[src/rtl/tape_loader_pkg.sv]
package tape_loader_pkg;

  localparam int          CHAR_W      = 8;
  localparam int          WORD_W      = 12;
  localparam int          HALF_W      = 6;
  localparam int          CH8_BIT     = 7;
  localparam int          CH7_BIT     = 6;
  localparam int          SRC_SEL_BIT = 0;
  localparam logic [7:0]  LEADER_CODE = 8'h80;
  localparam logic [11:0] WORD_RST    = 12'h000;
  localparam int          SYNC_STAGES = 3;

  // Software-visible register offsets (byte addresses)
  localparam logic [7:0]  OFF_CTRL    = 8'h00;
  localparam logic [7:0]  OFF_STATUS  = 8'h04;
  localparam logic [7:0]  OFF_RESULT  = 8'h08;
  localparam logic [7:0]  OFF_ADDR    = 8'h0c;
  localparam logic [7:0]  OFF_COUNT   = 8'h10;

  // Control and status fields
  localparam int          CTRL_ENABLE = 0;
  localparam int          CTRL_FMT    = 1;
  localparam int          CTRL_SWBASE = 16;
  localparam int          STAT_BUSY   = 0;
  localparam int          STAT_DONE   = 1;
  localparam int          STAT_ERR    = 2;

  typedef enum logic [1:0] {
    FMT_WORD_PAIR    = 2'b00,
    FMT_ORIGIN_BLOCK = 2'b01
  } fmt_t;

  typedef enum logic [2:0] {
    ST_IDLE   = 3'b000,
    ST_LEADER = 3'b001,
    ST_HIGH   = 3'b010,
    ST_LOW    = 3'b011,
    ST_DONE   = 3'b100
  } state_t;

  typedef struct packed {
    logic        valid;
    logic [7:0]  data;
  } tape_char_t;

  typedef struct packed {
    logic        valid;
    logic [11:0] addr;
    logic [11:0] data;
  } mem_wr_t;

endpackage
[src/rtl/char_select.sv]
`timescale 1ns/1ps
`default_nettype none
module char_select (
  input  wire logic                        ref_clk,
  input  wire logic                        nrst,
  input  wire logic                        slowSel,
  input  wire tape_loader_pkg::tape_char_t slowChar,
  input  wire tape_loader_pkg::tape_char_t fastChar,
  output tape_loader_pkg::tape_char_t      selChar
);
  // Readers are synchronous sources; one registered stage is enough
  always_ff @(posedge ref_clk or negedge nrst) begin
    if (!nrst) begin
      selChar <= '0;
    end else if (slowSel) begin
      selChar <= slowChar;
    end else begin
      selChar <= fastChar;
    end
  end
endmodule
`default_nettype wire

[src/rtl/paper_tape_format_loader.sv]
`timescale 1ns/1ps
`default_nettype none
module paper_tape_format_loader (
  input  wire logic                        ref_clk,
  input  wire logic                        nrst,
  // APB slave
  input  wire logic                        psel,
  input  wire logic                        penable,
  input  wire logic                        pwrite,
  input  wire logic [7:0]                  paddr,
  input  wire logic [31:0]                 pwdata,
  output logic      [31:0]                 prdata,
  output logic                             pready,
  output logic                             pslverr,
  // Tape readers, same clock, one-cycle strobes
  input  wire tape_loader_pkg::tape_char_t slowChar,
  input  wire tape_loader_pkg::tape_char_t fastChar,
  // Memory write port
  output tape_loader_pkg::mem_wr_t         memWr
);
  // ------------------------------------------------------------------
  // Registers
  // ------------------------------------------------------------------
  logic                        enable_q;
  tape_loader_pkg::fmt_t       fmt_q;
  logic [11:0]                 consoleSwitchWord_q;
  logic                        done_q;
  logic                        err_q;
  logic [11:0]                 resultAccumulator_q;
  logic [11:0]                 curAddr_q;
  logic [15:0]                 wordCount_q;
  tape_loader_pkg::state_t     state_q;
  logic [5:0]                  highHalf_q;
  logic                        highIsAddr_q;
  logic                        expectData_q;
  logic [11:0]                 pendAddr_q;
  logic [11:0]                 heldWord_q;
  logic                        heldValid_q;
  logic [11:0]                 sum_q;
  logic [11:0]                 heldSum_q;
  logic                        startPulse;
  logic [7:0]                  syncSw;
  tape_loader_pkg::tape_char_t inChar;

  // Console switches may come from a panel; sync bits 7:0 as pins for STATUS; source select reads them unsynced
  pin_sync #(
    .W (8)
  ) u_sw_sync (
    .ref_clk (ref_clk),
    .nrst    (nrst),
    .pinIn   (consoleSwitchWord_q[7:0]),
    .syncOut (syncSw)
  );

  char_select u_sel (
    .ref_clk  (ref_clk),
    .nrst     (nrst),
    .slowSel  (consoleSwitchWord_q[tape_loader_pkg::SRC_SEL_BIT]),
    .slowChar (slowChar),
    .fastChar (fastChar),
    .selChar  (inChar)
  );

  // ------------------------------------------------------------------
  // APB slave, zero wait states
  // ------------------------------------------------------------------
  logic apbWr;
  logic apbRd;
  assign apbWr = psel && penable && pwrite;
  assign apbRd = psel && !penable && !pwrite;
  assign startPulse = apbWr && paddr == tape_loader_pkg::OFF_CTRL
                      && pwdata[tape_loader_pkg::CTRL_ENABLE];

  always_ff @(posedge ref_clk or negedge nrst) begin
    if (!nrst) begin
      enable_q            <= 1'b0;
      fmt_q               <= tape_loader_pkg::FMT_WORD_PAIR;
      consoleSwitchWord_q <= tape_loader_pkg::WORD_RST;
    end else if (apbWr && paddr == tape_loader_pkg::OFF_CTRL) begin
      enable_q <= pwdata[tape_loader_pkg::CTRL_ENABLE];
      fmt_q    <= pwdata[tape_loader_pkg::CTRL_FMT]
                  ? tape_loader_pkg::FMT_ORIGIN_BLOCK
                  : tape_loader_pkg::FMT_WORD_PAIR;
      consoleSwitchWord_q <= pwdata[tape_loader_pkg::CTRL_SWBASE +: 12];
    end else if (state_q == tape_loader_pkg::ST_DONE) begin
      enable_q <= 1'b0;
    end
  end

  always_ff @(posedge ref_clk or negedge nrst) begin
    if (!nrst) begin
      pready  <= 1'b0;
      pslverr <= 1'b0;
      prdata  <= '0;
    end else begin
      pready  <= psel && !penable;
      pslverr <= psel && !penable && paddr > tape_loader_pkg::OFF_COUNT;
      if (apbRd) begin
        case (paddr)
          tape_loader_pkg::OFF_CTRL:
            prdata <= {4'h0, consoleSwitchWord_q, 14'h0000,
                       fmt_q == tape_loader_pkg::FMT_ORIGIN_BLOCK, enable_q};
          tape_loader_pkg::OFF_STATUS:
            prdata <= {21'h000000, syncSw, err_q, done_q, enable_q};
          tape_loader_pkg::OFF_RESULT:
            prdata <= {20'h00000, resultAccumulator_q};
          tape_loader_pkg::OFF_ADDR:
            prdata <= {20'h00000, curAddr_q};
          tape_loader_pkg::OFF_COUNT:
            prdata <= {16'h0000, wordCount_q};
          default:
            prdata <= '0;
        endcase
      end
    end
  end

  // ------------------------------------------------------------------
  // Character decode
  // ------------------------------------------------------------------
  logic        isLeader;
  logic        ch7;
  logic [5:0]  payload;
  logic [11:0] word;
  logic        bodyChar;
  assign ch7      = inChar.data[tape_loader_pkg::CH7_BIT];
  assign isLeader = inChar.data == tape_loader_pkg::LEADER_CODE;
  assign payload  = inChar.data[tape_loader_pkg::HALF_W-1:0];
  assign word     = {highHalf_q, payload};
  // Body chars have channel 8 clear
  assign bodyChar = inChar.valid
                    && !inChar.data[tape_loader_pkg::CH8_BIT];

  // ------------------------------------------------------------------
  // Loader sequencer
  // ------------------------------------------------------------------
  logic pairWrite;
  logic blockWrite;
  logic originSet;
  logic trailerEnd;
  logic loadStart;
  // Data pair after an address pair
  assign pairWrite  = state_q == tape_loader_pkg::ST_LOW && bodyChar
                      && fmt_q == tape_loader_pkg::FMT_WORD_PAIR
                      && !highIsAddr_q && expectData_q;
  // Next body character releases held word
  assign blockWrite = state_q == tape_loader_pkg::ST_HIGH && bodyChar
                      && fmt_q == tape_loader_pkg::FMT_ORIGIN_BLOCK
                      && heldValid_q;
  assign originSet  = state_q == tape_loader_pkg::ST_LOW && bodyChar
                      && fmt_q == tape_loader_pkg::FMT_ORIGIN_BLOCK
                      && highIsAddr_q;
  // Trailer turns held word into checksum
  assign trailerEnd = state_q == tape_loader_pkg::ST_HIGH
                      && inChar.valid && isLeader;
  assign loadStart  = state_q == tape_loader_pkg::ST_IDLE && startPulse;

  always_ff @(posedge ref_clk or negedge nrst) begin
    if (!nrst) begin
      state_q      <= tape_loader_pkg::ST_IDLE;
      highHalf_q   <= '0;
      highIsAddr_q <= 1'b0;
      expectData_q <= 1'b0;
      pendAddr_q   <= '0;
      heldWord_q   <= '0;
      heldValid_q  <= 1'b0;
      sum_q        <= '0;
      heldSum_q    <= '0;
    end else begin
      case (state_q)
        tape_loader_pkg::ST_IDLE: begin
          if (startPulse) begin
            state_q      <= tape_loader_pkg::ST_LEADER;
            heldValid_q  <= 1'b0;
            sum_q        <= '0;
            expectData_q <= 1'b0;
          end
        end
        tape_loader_pkg::ST_LEADER: begin
          if (bodyChar) begin
            state_q      <= tape_loader_pkg::ST_LOW;
            highHalf_q   <= payload;
            highIsAddr_q <= ch7;
            sum_q        <= sum_q + {4'h0, inChar.data};
          end
        end
        tape_loader_pkg::ST_HIGH: begin
          if (trailerEnd) begin
            state_q <= tape_loader_pkg::ST_DONE;
          end else if (bodyChar) begin
            state_q      <= tape_loader_pkg::ST_LOW;
            highHalf_q   <= payload;
            highIsAddr_q <= ch7;
            sum_q        <= sum_q + {4'h0, inChar.data};
            if (blockWrite) begin
              heldValid_q <= 1'b0;
            end
          end
        end
        tape_loader_pkg::ST_LOW: begin
          if (bodyChar) begin
            state_q <= tape_loader_pkg::ST_HIGH;
            sum_q   <= sum_q + {4'h0, inChar.data};
            if (fmt_q == tape_loader_pkg::FMT_WORD_PAIR) begin
              if (highIsAddr_q) begin
                pendAddr_q   <= word;
                expectData_q <= 1'b1;
              end else if (expectData_q) begin
                expectData_q <= 1'b0;
              end
            end else if (!highIsAddr_q) begin
              // Possible checksum: hold, sum excludes this pair
              heldWord_q  <= word;
              heldValid_q <= 1'b1;
              heldSum_q   <= sum_q - {4'h0, 2'b00, highHalf_q};
            end
          end
        end
        tape_loader_pkg::ST_DONE: begin
          state_q <= tape_loader_pkg::ST_IDLE;
        end
        default: begin
          state_q <= tape_loader_pkg::ST_IDLE;
        end
      endcase
      // Clearing enable mid-tape abandons the load without a result
      if (!enable_q && state_q != tape_loader_pkg::ST_IDLE
          && state_q != tape_loader_pkg::ST_DONE) begin
        state_q <= tape_loader_pkg::ST_IDLE;
      end
    end
  end

  // ------------------------------------------------------------------
  // Result and status flags
  // ------------------------------------------------------------------
  always_ff @(posedge ref_clk or negedge nrst) begin
    if (!nrst) begin
      done_q              <= 1'b0;
      err_q               <= 1'b0;
      resultAccumulator_q <= '0;
    end else if (loadStart) begin
      done_q <= 1'b0;
      err_q  <= 1'b0;
    end else if (trailerEnd) begin
      done_q <= 1'b1;
      if (fmt_q == tape_loader_pkg::FMT_ORIGIN_BLOCK) begin
        resultAccumulator_q <= heldSum_q - heldWord_q;
        err_q <= heldValid_q && heldSum_q != heldWord_q;
      end else begin
        resultAccumulator_q <= '0;
      end
    end
  end

  // ------------------------------------------------------------------
  // Load address and word count
  // ------------------------------------------------------------------
  // Consecutive addresses from the origin; a word-pair write loads its pair address
  always_ff @(posedge ref_clk or negedge nrst) begin
    if (!nrst) begin
      curAddr_q <= '0;
    end else if (pairWrite) begin
      curAddr_q <= pendAddr_q;
    end else if (originSet) begin
      curAddr_q <= word;
    end else if (blockWrite) begin
      curAddr_q <= curAddr_q + 12'h001;
    end
  end

  // Count wraps silently; software reads it only as a sanity figure
  always_ff @(posedge ref_clk or negedge nrst) begin
    if (!nrst) begin
      wordCount_q <= '0;
    end else if (loadStart) begin
      wordCount_q <= '0;
    end else if (pairWrite || blockWrite) begin
      wordCount_q <= wordCount_q + 16'h0001;
    end
  end

  // ------------------------------------------------------------------
  // Memory write port
  // ------------------------------------------------------------------
  // Registered so the strobe never glitches on decode paths
  always_ff @(posedge ref_clk or negedge nrst) begin
    if (!nrst) begin
      memWr <= '0;
    end else begin
      memWr.valid <= pairWrite || blockWrite;
      if (pairWrite) begin
        memWr.addr <= pendAddr_q;
        memWr.data <= word;
      end else if (blockWrite) begin
        memWr.addr <= curAddr_q;
        memWr.data <= heldWord_q;
      end
    end
  end
endmodule
`default_nettype wire

[src/rtl/pin_sync.sv]
`timescale 1ns/1ps
`default_nettype none
module pin_sync #(
  parameter int W = 1
) (
  input  wire logic         ref_clk,
  input  wire logic         nrst,
  input  wire logic [W-1:0] pinIn,
  output logic      [W-1:0] syncOut
);
  logic [W-1:0] s1_q;
  logic [W-1:0] s2_q;
  logic [W-1:0] s3_q;

  // Change counts only once the two late stages agree
  always_ff @(posedge ref_clk or negedge nrst) begin
    if (!nrst) begin
      s1_q    <= '0;
      s2_q    <= '0;
      s3_q    <= '0;
      syncOut <= '0;
    end else begin
      s1_q <= pinIn;
      s2_q <= s1_q;
      s3_q <= s2_q;
      if (s2_q == s3_q) begin
        syncOut <= s3_q;
      end
    end
  end
endmodule
`default_nettype wire

[config.mk]
export PLATFORM = sky130hd
export DESIGN_NAME = paper_tape_format_loader
export DESIGN_NICKNAME = d
export VERILOG_FILES = /design/src/rtl/tape_loader_pkg.sv /design/src/rtl/char_select.sv /design/src/rtl/paper_tape_format_loader.sv /design/src/rtl/pin_sync.sv
export SDC_FILE = /design/constraint.sdc
export NUM_CORES = 1
export LEC_CHECK = 0
export ABC_AREA = 1
export BUFFER_PORTS_ARGS = -buffer_cell sky130_fd_sc_hd__clkbuf_2
export CORE_UTILIZATION = 40
export CTS_CLUSTER_DIAMETER = 200
export DETAILED_ROUTE_END_ITERATION = 10
export PLACE_DENSITY = 0.6
export SYNTH_ARGS = -nofsm -noshare
export SYNTH_HDL_FRONTEND = slang
export SYNTH_SLANG_ARGS = --single-unit
[constraint.sdc]
create_clock -name ref_clk -period 2.25 [get_ports ref_clk]
set_clock_uncertainty 0.2 [all_clocks]
set_input_delay 0.1125 -clock ref_clk [delete_from_list [all_inputs] [get_ports ref_clk]]
set_output_delay 0.1125 -clock ref_clk [all_outputs]
set_load 0.03 [all_outputs]
==> impl_metrics.sql <==
INSERT INTO impl_metrics (metric_group, metric, value, unit) VALUES
('logic_synthesis', 'syn-cell-area', '0.0106', 'mm^2'),
('grt', 'grt_util_met1', '29.8', '%'),
('die', 'row_count', '59', ''),
('route', 'drc', '0', ''),
('logic_synthesis', 'postSynth.asyncResetShare', '100', '%'),
('worst_setup_path', 'critical_path.max_fanout', '23', ''),
('power_and_ir_drop', 'p_leak', '6.71', 'nW'),
('die', 'design.die.area', '0.0272', 'mm^2'),
('hold_path', 'hold_depth', '6', ''),
('cells_and_area', 'largest_register_ffs', '28', ''),
('power_and_ir_drop', 'part_of_the_total_power_dissipated_in_sequential_elements', '34.6', '%'),
('clocking', 'cts.path.max_buffers', '3', ''),
('worst_setup_path', 'endpoint_kind', 'register', ''),
('worst_setup_path', 'startpoint_type_of_the_worst_setup_path', 'register', ''),
('die', 'dieHeight', '165', 'um'),
('logic_synthesis', 'yosysWarningCount', '0', ''),
('grt', 'number_of_global_route_vias_before_repair', '9116', ''),
('clocking', 'cts_setup_buffers', '0', ''),
('logic_synthesis', 'postSynthAreaPerCell', '8.20', 'um^2'),
('worst_setup_path', 'worstReg2RegStart', 'state_q[2]', ''),
('cells_and_area', 'insertedDiodeCount', '0', ''),
('grt', 'antenna_found_initial', '0', ''),
('worst_setup_path', 'worstRegToRegCells', '10', ''),
('hold_path', 'hold_path.startpoint', 'paddr[5]', ''),
('sta', 'finalHoldViolations', '0', ''),
('cells_and_area', 'mostFrequentLayoutCell', 'sky130_fd_sc_hd__nand2_1', ''),
('logic_synthesis', 'ys_dominant_reg_cell', 'sky130_fd_sc_hd__dfrtp_1', ''),
('clocking', 'htreeDepth', '1', ''),
('sta', 'worstMarginPinSlew', '1.03', 'ns'),
('sta', 'tns', '0', 'ns'),
('worst_setup_path', 'cp_cell_sequence', 'inv_1, nand3_1, inv_1, nand2_2, buf_4, nand3_2, buf_12, nand2_1, inv_1, a21oi_1', ''),
('grt', 'grt_pass1_wl', '46.7', 'mm'),
('clocking', 'clock_transition_at_path_regs', '0.07', 'ns'),
('sta', 'finalCritPeriodShare', '94.3', '%'),
('clocking', 'tritoncts', 'done', ''),
('run_status', 'run_status', 'completed', ''),
('die', 'io_pins', '122', ''),
('sta', 'finalSetupViolations', '0', ''),
('worst_setup_path', 'cp.required', '2.50', 'ns'),
('power_and_ir_drop', 'irDropWorstVdd', '0.598', 'mV'),
('route', 'num_vias', '9361', ''),
('route', 'number_of_optimization_iterations_in_the_first_detailed_route_pass', '7', ''),
('hold_path', 'worstHoldPathType', 'in -> reg', ''),
('power_and_ir_drop', 'internal_power', '8.58', 'mW'),
('clocking', 'clock_latency', '0.53', 'ns'),
('grt', 'gr-usage-all-layers', '21.9', '%'),
('cells_and_area', 'layout-drive-gt1-share', '15.3', '%'),
('power_and_ir_drop', 'switching_fraction_of_total_power', '36.0', '%'),
('grt', 'grt_use_met2', '36.0', '%'),
('cells_and_area', 'fin_nets', '1568', ''),
('route', 'routed_wirelength', '29.0', 'mm'),
('sta', 'relSlewSlack', '31.2', '%'),
('placed_design', 'finalWeightedCongestion', '0.960', ''),
('cells_and_area', 'flow.area_growth_from_synthesis', '23.3', '%'),
('placed_design', 'dp_cells', '1743', ''),
('worst_setup_path', 'critical_path.reg2reg.endpoint', 'curAddr_q[11]', ''),
('sta', 'fmax', '471', 'MHz'),
('clocking', 'clock_tree.root_cell', 'sky130_fd_sc_hd__clkbuf_16', ''),
('logic_synthesis', 'ys_seq_elements', '212', ''),
('logic_synthesis', 'yosys.cell_types.count', '44', ''),
('route', 'drt.antenna.violating_nets', '0', ''),
('cells_and_area', 'postLayoutCellArea', '0.0131', 'mm^2'),
('clocking', 'cts_sinks', '212', ''),
('worst_setup_path', 'critical_path.slowest_cell', 'sky130_fd_sc_hd__dfrtp_1', ''),
('grt', 'pin_count_of_the_biggest_net_entering_global_routing', '62', ''),
('cells_and_area', 'final_cell_count_no_fill', '1826', ''),
('power_and_ir_drop', 'power.share.combinational', '33.3', '%'),
('cells_and_area', 'final_cell_mix', 'sky130_fd_sc_hd__nand2_1 (377), sky130_fd_sc_hd__dfrtp_1 (211), sky130_fd_sc_hd__inv_1 (131)', ''),
('worst_setup_path', 'critical-path-top-cell-by-count', 'sky130_fd_sc_hd__inv_1', ''),
('grt', 'use_met3', '2.66', '%'),
('worst_setup_path', 'data_arrival_time_of_the_critical_path', '2.37', 'ns');
## per-stage QoR
step / util, % / setup WS [ns] / hold slack (ns) / power, mW
CTS: 50.2 / 0.131 / 0.0266 / 13.5
global placement: 45.3 / 0.162 / -0.0957 / 8.95
global route: 50.2 / 0.0123 / 0.0679 / 14.3
detailed placement: 45.3 / 0.157 / -0.0949 / 9.02
finish: 50.2 / 0.129 / 0.0393 / 13.4
floorplan: - / 0.238 / -0.383 / 7.72
## cells by family (layout without fill, tap and decap cells)
group / Yosys count / after routing / share of synthesized area [%]
simple gates: 647 / 647 / 26.2
flops: 212 / 212 / 50.0
compound gates: 195 / 195 / 10.3
buf+inv: 176 / 369 / 6.72
fa+ha+maj: 30 / 30 / 3.75
xor+xnor: 24 / 24 / 1.98
mux: 10 / 10 / 1.06
other cells: 1 / 4 / 0.0353
## synth_stat cells (9+ instances only)
master / count / share of area, %
sky130_fd_sc_hd__nor2_1: 77 / 2.7
sky130_fd_sc_hd__inv_1: 131 / 4.6
sky130_fd_sc_hd__mux2_2: 10 / 1.1
sky130_fd_sc_hd__o21ai_0: 105 / 4.9
sky130_fd_sc_hd__nand2_1: 377 / 13
sky130_fd_sc_hd__o211ai_1: 13 / 0.92
sky130_fd_sc_hd__xnor2_1: 9 / 0.74
sky130_fd_sc_hd__clkbuf_1: 20 / 0.71
sky130_fd_sc_hd__nand3_1: 122 / 5.8
sky130_fd_sc_hd__nor3_1: 21 / 0.99
sky130_fd_sc_hd__xor2_1: 15 / 1.2
sky130_fd_sc_hd__buf_2: 12 / 0.57
sky130_fd_sc_hd__nand4_1: 24 / 1.4
sky130_fd_sc_hd__o221ai_1: 12 / 0.99
sky130_fd_sc_hd__dfrtp_1: 212 / 50
sky130_fd_sc_hd__a21oi_1: 39 / 1.8
sky130_fd_sc_hd__ha_1: 27 / 3.2
## metal layers
layer | routed length (um) | vias to the layer above | share of wire [%]
met5 | 0 | - | 0
met2 | 13600 | 249 | 47
met3 | 1390 | 59 | 4.8
li1 | - | 4630 | -
met4 | 772 | 0 | 2.7
met1 | 13300 | 4423 | 46
## power by group through the flow
| stage | Sequential (mW) | Clock (mW) | Combinational, mW |
|---|---|---|---|
| after floorplan | 4.58 | 0 | 3.15 |
| after global placement | 4.68 | 0 | 4.27 |
| after detailed placement | 4.70 | 0 | 4.33 |
| after CTS | 4.63 | 4.42 | 4.42 |
| after global routing | 4.68 | 4.54 | 5.07 |
| final | 4.63 | 4.31 | 4.46 |
## layout make-up
cell class / instances / area (um^2)
clock buffer: 28 / 626
clock inverter: 14 / 241
fill: 2551 / 13000
inverter: 136 / 510
multi-input combinational: 910 / 4620
sequential: 212 / 5310
tap: 335 / 419
timing repair buffer: 191 / 1360
## critical path: cells and delay by family, from the launching register on
| kind | cells | cell delay, ns |
|---|---|---|
| buf+inv | 5 | 0.75 |
| flops | 1 | 0.51 |
| simple gates | 4 | 0.45 |
| compound gates | 1 | 0.13 |
## how the worst max path moves through the flow
stage,start,endpoint
after floorplan,sum_q[0],heldSum_q[8]
after global placement,sum_q[0],heldSum_q[8]
after detailed placement,sum_q[0],sum_q[10]
after CTS,sum_q[0],sum_q[10]
after global routing,highHalf_q[2],heldSum_q[9]
final,state_q[2],curAddr_q[11]
## timing repair
action                     in CTS  in global routing
gates resized for setup         0                  5
setup endpoints to repair       0                 14
hold buffers                   41                  0
hold endpoints to repair      275                  0
Note: power is estimated with default switching activity, not from simulation.
